File: src/verilog/uadx_pkg.sv
package uadx_pkg;
  // Register byte offsets
  localparam logic [7:0] UADX_OFF_SENSE = 8'h00;
  localparam logic [7:0] UADX_OFF_STAT  = 8'h04;
  localparam logic [7:0] UADX_OFF_MASK  = 8'h08;
  localparam logic [7:0] UADX_OFF_CTRL  = 8'h0C;
  localparam logic [7:0] UADX_OFF_TXD   = 8'h10;
  localparam logic [7:0] UADX_OFF_PLUG  = 8'h14;
  // Sense field positions
  localparam int UADX_S_VALID = 0;
  localparam int UADX_S_SESSH = 1;
  localparam int UADX_S_SESSL = 2;
  localparam int UADX_S_SE1   = 3;
  localparam int UADX_S_IDFLT = 4;
  localparam int UADX_S_IDGND = 5;
  // Status and mask field positions
  localparam int UADX_I_VBUS = 0;
  localparam int UADX_I_SE1  = 1;
  localparam int UADX_I_ID   = 2;
  // Control field positions
  localparam int UADX_C_XEN   = 0;
  localparam int UADX_C_SE0M  = 1;
  localparam int UADX_C_DIR   = 2;
  localparam int UADX_C_TXENN = 3;
  localparam int UADX_C_FS    = 4;
  localparam int UADX_C_SUSP  = 5;
  localparam int UADX_C_AUD0  = 6;
  localparam int UADX_C_AUD1  = 7;
  localparam int UADX_C_ADCEN = 8;
  // Reset values
  localparam logic [8:0] UADX_CTRL_RST = 9'h008;
  localparam logic [2:0] UADX_MASK_RST = 3'h0;
  // Stuffing limit: ones before a forced zero
  localparam logic [2:0] UADX_STUFF_RUN = 3'h6;
  // Bit time: 12 Mb/s nominal at 125 MHz rounds down to 10 cycles
  localparam int UADX_CLK_MHZ  = 125;
  localparam int UADX_BIT_MBPS = 12;
  localparam logic [3:0] UADX_BIT_CYC =
    4'(UADX_CLK_MHZ / UADX_BIT_MBPS);
  typedef enum logic [1:0] {
    UADX_PLUG_NONE  = 2'b00,
    UADX_PLUG_MINIA = 2'b01,
    UADX_PLUG_MINIB = 2'b10,
    UADX_PLUG_SPEC  = 2'b11
  } uadx_plug_t;
  typedef enum logic [1:0] {
    UADX_AUD_OFF    = 2'b00,
    UADX_AUD_MONO   = 2'b01,
    UADX_AUD_STEREO = 2'b10
  } uadx_aud_t;
endpackage

File: src/verilog/uadx_top.sv
// Added by the designer: the address map and the APB interface to the registers.
`timescale 1ns/100ps
// Notes on behaviour
// - Three comparators watch the bus supply
// - Each comparator has its own sense bit
// - Any supply comparator edge raises interrupt
// - Both data lines high set single-ended-one
// - Single-ended-one change raises interrupt
// - ID floating/grounded sense; change raises interrupt
// - ID decodes mini-A, mini-B, special modes
// - ID voltage routed to converter channel
// - Transceiver enabled only by enable bit
// - Two bits select four data modes
// - Transmit enable low disables receiver
// - Speed bit picks pull-up data line
// - Suspend bit puts transceiver low power
// - NRZI: one holds level, zero toggles
// - Zero stuffed after six ones
// - Mono and stereo audio on data lines
module uadx_top
  import uadx_pkg::*;
(
  // Clock and reset
  input  wire logic        pclk,
  input  wire logic        presetn,
  // APB slave
  input  wire logic        psel,
  input  wire logic        penable,
  input  wire logic        pwrite,
  input  wire logic [7:0]  paddr,
  input  wire logic [31:0] pwdata,
  output logic             pready,
  output logic [31:0]      prdata,
  output logic             pslverr,
  // Detector inputs from analog
  input  wire logic        vbus_valid_comparator,
  input  wire logic        vbus_session_high_comparator,
  input  wire logic        vbus_session_low_comparator,
  input  wire logic        dp_above_thresh,
  input  wire logic        dm_above_thresh,
  input  wire logic        id_float_det,
  input  wire logic        id_gnd_det,
  input  wire logic        id_special_det,
  // Transceiver and line control
  input  wire logic        rx_diff_in,
  output logic             rx_data,
  output logic             xcvr_enable,
  output logic             xcvr_low_power,
  output logic             tx_driver_en,
  output logic             rx_receiver_en,
  output logic             positive_data_line_o,
  output logic             negative_data_line_o,
  output logic [1:0]       data_mode,
  output logic             pullup_positive_en,
  output logic             pullup_negative_en,
  output logic [1:0]       audio_mode,
  output logic             id_voltage_adc_channel,
  output logic             tx_busy,
  // Interrupt
  output logic             irq
);

  // Two-flop synchronisers for the nine detector and receive inputs
  localparam int NSYNC = 9;
  logic [NSYNC-1:0] async_in;
  logic [NSYNC-1:0] sync1_q;
  logic [NSYNC-1:0] sync2_q;
  assign async_in = {rx_diff_in, id_special_det, id_gnd_det, id_float_det,
                     dm_above_thresh, dp_above_thresh,
                     vbus_session_low_comparator,
                     vbus_session_high_comparator, vbus_valid_comparator};

  genvar gi;
  generate
    for (gi = 0; gi < NSYNC; gi++) begin : g_sync
      always_ff @(posedge pclk or negedge presetn) begin
        if (!presetn) begin
          sync1_q[gi] <= 1'b0;
          sync2_q[gi] <= 1'b0;
        end else begin
          sync1_q[gi] <= async_in[gi];
          sync2_q[gi] <= sync1_q[gi];
        end
      end
    end
  endgenerate

  // Live sense word
  logic [5:0] sense;
  logic       id_special;
  logic       rx_line;
  assign sense[UADX_S_VALID] = sync2_q[0];
  assign sense[UADX_S_SESSH] = sync2_q[1];
  assign sense[UADX_S_SESSL] = sync2_q[2];
  assign sense[UADX_S_SE1]   = sync2_q[3] & sync2_q[4];
  assign sense[UADX_S_IDFLT] = sync2_q[5];
  assign sense[UADX_S_IDGND] = sync2_q[6];
  assign id_special          = sync2_q[7];
  assign rx_line             = sync2_q[8];

  // Previous sense for edge detection
  logic [5:0] sense_q;
  always_ff @(posedge pclk or negedge presetn) begin
    if (!presetn) begin
      sense_q <= 6'h00;
    end else begin
      sense_q <= sense;
    end
  end

  logic [2:0] evt;
  logic [5:0] chg;
  assign chg = sense ^ sense_q;
  assign evt[UADX_I_VBUS] = |chg[2:0];
  assign evt[UADX_I_SE1]  = chg[UADX_S_SE1];
  assign evt[UADX_I_ID]   = |chg[5:4];

  // Plug type from ID state
  uadx_plug_t plug;
  always_comb begin
    if (id_special) begin
      plug = UADX_PLUG_SPEC;
    end else if (sense[UADX_S_IDGND]) begin
      plug = UADX_PLUG_MINIA;
    end else if (sense[UADX_S_IDFLT]) begin
      plug = UADX_PLUG_MINIB;
    end else begin
      plug = UADX_PLUG_NONE;
    end
  end

  // APB decode; zero wait states
  logic wr_en;
  logic rd_en;
  assign pready  = 1'b1;
  assign wr_en   = psel & penable & pwrite;
  assign rd_en   = psel & ~pwrite;

  logic addr_ok;
  always_comb begin
    case (paddr)
      UADX_OFF_SENSE, UADX_OFF_STAT, UADX_OFF_MASK,
      UADX_OFF_CTRL, UADX_OFF_TXD, UADX_OFF_PLUG: addr_ok = 1'b1;
      default: addr_ok = 1'b0;
    endcase
  end
  assign pslverr = psel & penable & ~addr_ok;

  // Status, mask, control
  logic [2:0] stat_q;
  logic [2:0] mask_q;
  logic [8:0] ctrl_q;
  logic [2:0] w1c;
  assign w1c = (wr_en && paddr == UADX_OFF_STAT) ? pwdata[2:0] : 3'h0;

  // Set beats clear so no edge is lost
  always_ff @(posedge pclk or negedge presetn) begin
    if (!presetn) begin
      stat_q <= 3'h0;
    end else begin
      stat_q <= (stat_q & ~w1c) | evt;
    end
  end

  always_ff @(posedge pclk or negedge presetn) begin
    if (!presetn) begin
      mask_q <= UADX_MASK_RST;
    end else if (wr_en && paddr == UADX_OFF_MASK) begin
      mask_q <= pwdata[2:0];
    end
  end

  always_ff @(posedge pclk or negedge presetn) begin
    if (!presetn) begin
      ctrl_q <= UADX_CTRL_RST;
    end else if (wr_en && paddr == UADX_OFF_CTRL) begin
      ctrl_q <= pwdata[8:0];
    end
  end

  assign irq = |(stat_q & mask_q);

  // Transmit byte write starts a serialiser
  logic       txd_wr;
  logic       can_tx;
  assign txd_wr = wr_en && paddr == UADX_OFF_TXD;

  // Read mux, registered data out
  always_ff @(posedge pclk or negedge presetn) begin
    if (!presetn) begin
      prdata <= 32'h0000_0000;
    end else if (rd_en && !penable) begin
      case (paddr)
        UADX_OFF_SENSE: prdata <= {26'h0, sense};
        UADX_OFF_STAT:  prdata <= {29'h0, stat_q};
        UADX_OFF_MASK:  prdata <= {29'h0, mask_q};
        UADX_OFF_CTRL:  prdata <= {23'h0, ctrl_q};
        UADX_OFF_TXD:   prdata <= {31'h0, tx_busy};
        UADX_OFF_PLUG:  prdata <= {30'h0, plug};
        default:        prdata <= 32'h0000_0000;
      endcase
    end
  end

  // Transceiver control outputs
  logic txen_n;
  assign txen_n = ctrl_q[UADX_C_TXENN];
  always_ff @(posedge pclk or negedge presetn) begin
    if (!presetn) begin
      xcvr_enable        <= 1'b0;
      xcvr_low_power     <= 1'b0;
      tx_driver_en       <= 1'b0;
      rx_receiver_en     <= 1'b0;
      data_mode          <= 2'b00;
      pullup_positive_en <= 1'b0;
      pullup_negative_en <= 1'b0;
      audio_mode         <= UADX_AUD_OFF;
      id_voltage_adc_channel <= 1'b0;
    end else begin
      xcvr_enable    <= ctrl_q[UADX_C_XEN];
      xcvr_low_power <= ctrl_q[UADX_C_SUSP];
      tx_driver_en   <= ctrl_q[UADX_C_XEN] & ~txen_n
                        & ~ctrl_q[UADX_C_SUSP];
      rx_receiver_en <= ctrl_q[UADX_C_XEN] & txen_n;
      data_mode      <= {ctrl_q[UADX_C_DIR],
                         ctrl_q[UADX_C_SE0M]};
      pullup_positive_en <= ctrl_q[UADX_C_XEN]
                            & ctrl_q[UADX_C_FS];
      pullup_negative_en <= ctrl_q[UADX_C_XEN]
                            & ~ctrl_q[UADX_C_FS];
      // Stereo wins if both audio bits set
      if (ctrl_q[UADX_C_AUD1]) begin
        audio_mode <= UADX_AUD_STEREO;
      end else if (ctrl_q[UADX_C_AUD0]) begin
        audio_mode <= UADX_AUD_MONO;
      end else begin
        audio_mode <= UADX_AUD_OFF;
      end
      id_voltage_adc_channel <= ctrl_q[UADX_C_ADCEN];
    end
  end

  // Received line passes only while receiver on
  always_ff @(posedge pclk or negedge presetn) begin
    if (!presetn) begin
      rx_data <= 1'b0;
    end else begin
      rx_data <= rx_line & rx_receiver_en;
    end
  end

  // Serialiser: LSB first, stuffing, NRZI
  logic [7:0] sh_q;
  logic [3:0] nbits_q;
  logic [2:0] ones_q;
  logic [3:0] tick_q;
  logic       lvl_q;
  logic       stuff_now;
  logic       bit_end;
  assign can_tx    = tx_driver_en;
  assign tx_busy   = nbits_q != 4'h0;
  assign bit_end   = tick_q == UADX_BIT_CYC - 4'h1;
  assign stuff_now = ones_q == UADX_STUFF_RUN;

  always_ff @(posedge pclk or negedge presetn) begin
    if (!presetn) begin
      tick_q <= 4'h0;
    end else if (!tx_busy || bit_end) begin
      tick_q <= 4'h0;
    end else begin
      tick_q <= tick_q + 4'h1;
    end
  end

  always_ff @(posedge pclk or negedge presetn) begin
    if (!presetn) begin
      sh_q    <= 8'h00;
      nbits_q <= 4'h0;
      ones_q  <= 3'h0;
      lvl_q   <= 1'b1;
    end else if (txd_wr && !tx_busy && can_tx) begin
      sh_q    <= pwdata[7:0];
      nbits_q <= 4'h8;
    end else if (tx_busy && bit_end) begin
      if (stuff_now) begin
        lvl_q  <= ~lvl_q;
        ones_q <= 3'h0;
      end else begin
        if (sh_q[0]) begin
          ones_q <= ones_q + 3'h1;
        end else begin
          lvl_q  <= ~lvl_q;
          ones_q <= 3'h0;
        end
        sh_q    <= {1'b0, sh_q[7:1]};
        nbits_q <= nbits_q - 4'h1;
      end
    end
  end

  // Differential drive from NRZI level
  always_ff @(posedge pclk or negedge presetn) begin
    if (!presetn) begin
      positive_data_line_o <= 1'b1;
      negative_data_line_o <= 1'b0;
    end else begin
      positive_data_line_o <= lvl_q;
      negative_data_line_o <= ~lvl_q;
    end
  end
endmodule // uadx_top
File: config.mk
export PLATFORM = sky130hd
export DESIGN_NAME = uadx_top
export DESIGN_NICKNAME = d
export VERILOG_FILES = /design/src/verilog/uadx_pkg.sv /design/src/verilog/uadx_top.sv
export SDC_FILE = /design/constraint.sdc
export NUM_CORES = 1
export LEC_CHECK = 0
export CAP_MARGIN = 20
export CORE_UTILIZATION = 60
export CTS_CLUSTER_DIAMETER = 60
export DETAILED_ROUTE_END_ITERATION = 6
export DONT_BUFFER_PORTS = 1
export PLACE_DENSITY = 0.77
export SLEW_MARGIN = 15
export SYNTH_ARGS = -nofsm -noshare
export SYNTH_HDL_FRONTEND = slang
export SYNTH_SLANG_ARGS = --single-unit
File: constraint.sdc
create_clock -name pclk -period 3.3 [get_ports pclk]
set_clock_uncertainty 0.1 [all_clocks]
set_input_delay 0.66 -clock pclk [delete_from_list [all_inputs] [get_ports pclk]]
set_output_delay 0.66 -clock pclk [all_outputs]
set_load 0.01 [all_outputs]
==> impl_metrics.py <==
metrics = {
    "placement": {
        "gp_congestion": 0.8250,
        "dp_slack_ns": 0.5065,
        "placed_area_mm2": 0.003437,
        "io_buffers": 0,
        "dpl.hpwl_um": 4188,
    },
    "final_layout": {
        "layout_common_cells": "dfrtp_1 (79), conb_1 (24), mux2_2 (22)",
        "antenna-diode-count": 0,
        "seq_area_mm2": 0.002056,
        "drive_gt1_frac": 0.1837,
        "area_delta_synth_final_pct": 6.667,
        "stdcell_area_mm2": 0.003684,
        "fillers": 409,
        "multi_input_area_mm2": 0.001224,
        "nets": 338,
        "final_common_cell": "dfrtp_1",
        "postLayoutCoreUtil": 0.6649,
    },
    "yosys": {
        "synthCells": 272,
        "synth.distinct_cells": 46,
        "seq_area_frac_synth": 0.5953,
        "synth_area_leaders": "dfrtp_1 (57%), mux2_2 (7.2%), buf_4 (5.4%), dfstp_2 (2.3%), nand2_1 (2.3%)",
        "synth-main-ff-cell": "dfrtp_1",
        "syn-cell-area_mm2": 0.003453,
        "synth_area_per_cell_um2": 12.70,
        "synth_top_area_frac": 0.5725,
        "synth_edf_count": 0,
        "yosysWarnings": 0,
        "ys_ff_latch": 82,
        "async_reset_ff_frac": 1.000,
        "yosysTopAreaCell": "dfrtp_1",
    },
    "route": {
        "dr.pass1.iters": 4,
        "finalWirelength_um": 6009,
        "drc": 0,
        "antenna_left": 0,
        "drt_iter0_drc": 130,
        "wl_per_cell_um": 16.93,
        "vias_per_cell": 5.606,
        "via_count": 1990,
    },
    "critical_path": {
        "cp_data_arrival_time_ns": 1.89,
        "r2r-start": "nbits_q[0]",
        "cp.required_ns": 2.54,
        "critPathCaptureType": "output port",
        "crit_path_start": "paddr[1]",
        "cp-start-kind": "primary input",
        "worstSetupPathType": "in2out",
        "path_max_fanout": 6,
    },
    "sta": {
        "finalSetupTns_ns": 0,
        "max_freq_ghz": 0.3769,
        "worst_pin_slew_ns": 0.6579,
        "maxSlewHeadroom": 0.5596,
        "finalHoldViolCount": 0,
        "rsz0062_at_grt": "false",
        "finalSetupViolCount": 0,
        "setup_ws_ns": 0.6466,
        "slew_violations": 0,
        "final.period_utilization": 0.8041,
        "fin_crit_ns": 2.653,
    },
    "pwr": {
        "ir_drop_uv": 356.4,
        "p_leak_nw": 1.772,
        "p_per_area_mw_per_mm2": 512.4,
        "power.total_w": 0.001888,
    },
    "grt": {
        "antenna_found_initial": 0,
        "grt-ovfl-total": 0,
        "grtUsageTotal": 0.2242,
        "grt_max_degree": 80,
        "grt_pass1_vias": 1996,
        "grt_pass1_wl_um": 9949,
    },
    "run_status": {
        "status": "finished clean",
    },
    "die": {
        "pin_count": 104,
        "rows": 27,
        "die_x_um": 77.87,
        "initial_utilization": 0.6233,
        "die_height_um": 77.87,
        "fp.dieArea_mm2": 0.006063,
        "coreArea_mm2": 0.005540,
    },
    "cts": {
        "insertion_delay_ns": 0.34,
        "root_buffer": "clkbuf_8",
        "postCtsSetupRepairBufs": 0,
        "numCtsBuffers": 9,
        "cts_tree": "built",
        "clk_pin_slew_ns": 0.08,
        "htree_levels": 3,
        "cts_buffer_depth": 2,
        "cts.sinks": 82,
    },
    "flow_run": {
        "drv_cap": 0,
    },
    "worst_hold_path": {
        "hold_path_class": "in2async",
    },
}
[path summary, 6_finish.rpt]
kind                                        end  slack [ns]  depth (start not counted)
hold / removal             positive_data_line_o        0.05                          0
min in group pclk                    sync1_q[8]        0.24                          0
setup / recovery                        pslverr        0.65                          3
setup reg to reg                        sh_q[2]        0.95                          7
max in group asynchronous            sense_q[4]        2.70                          1
hold reg to reg                      id_special        0.25                          0
[layout make-up]
type	instances	share of cell area
clock inverters	5	0.02106
repair buffers	4	0.01359
flip-flops and latches	82	0.5581
multi-input cells	169	0.3322
inverters	12	0.01223
well taps	72	0.02446
clock buffers	11	0.03838
[cell families after synthesis]
family                     after synthesis  synth area share
DFF                                     82            0.5953
AOI/OAI and AO/OA                       27           0.05797
and+or+nand+nor                         75            0.1265
adders and majority gates                6           0.02174
xor gates and xnor gates                11           0.02790
muxes                                   26           0.09420
buffers and inverters                   43           0.07427
other                                    2          0.002175
[cells in the mapped netlist, types with 2 or more instances]
library cell,n
xor2_1,6
dfrtp_1,79
o31ai_1,4
nor2_1,11
nand2b_1,3
nand2_1,21
a221o_1,2
nor2b_1,4
a211oi_1,2
o21ai_0,4
inv_1,12
mux4_2,3
nor4b_4,2
a22oi_1,3
xnor2_1,5
clkbuf_1,4
ha_1,6
conb_1,2
o22ai_1,2
buf_4,25
a21oi_1,3
mux2_2,22
dfstp_2,3
nor3_1,4
nand3_1,9
a22o_1,2
nor3b_1,4
and2_1,7
[worst max-delay path, cell delays in order]
cell      delay (ns)
or4_1           0.67
a211oi_1        0.42
nor2_1          0.14
[state kept, by name, indices dropped and copies added, names as in the netlist, 2 cells and up]
name,count
audio_mode,2
ctrl_q,9
data_mode,2
mask_q,3
nbits_q,4
ones_q,3
prdata,9
sense,5
sense_q,6
sh_q,8
stat_q,3
sync1_q,9
sync2_q,2
tick_q,4
[metrics by stage]
stage	hold WS (ns)	cells
3_3_place_gp	0.2320	338
2_1_floorplan	0.2312	294
3_5_place_dp	0.2347	338
6_report	0.05410	355
5_1_grt	0.02886	355
4_1_cts	0.04043	355
[timing repair]
| action | 4_1_cts | 5_1_grt |
|---|---|---|
| setup endpoints to repair | 0 | 0 |
| gates resized for setup | 0 | 0 |
| hold buffers | 1 | 0 |
| hold endpoints to repair | 79 | 0 |
[metal layers]
layer,share of wire,up-vias,track usage
met5,0,-,0
met3,0.081,9,0.06706
li1,-,897,-
met4,0.018,0,0.1075
met1,0.40,1013,0.2767
met2,0.50,71,0.3611
[power by group]
part	switching (W)	total [W]	internal, W	leakage [nW]
sequential	0.0000123	0.00104	0.00102	1.03
clock	0.000342	0.000786	0.000445	0.109
combinational	0.0000448	0.0000656	0.0000208	0.628
total	0.000399	0.00189	0.00149	1.77
Note: power is estimated with default switching activity, not from simulation.
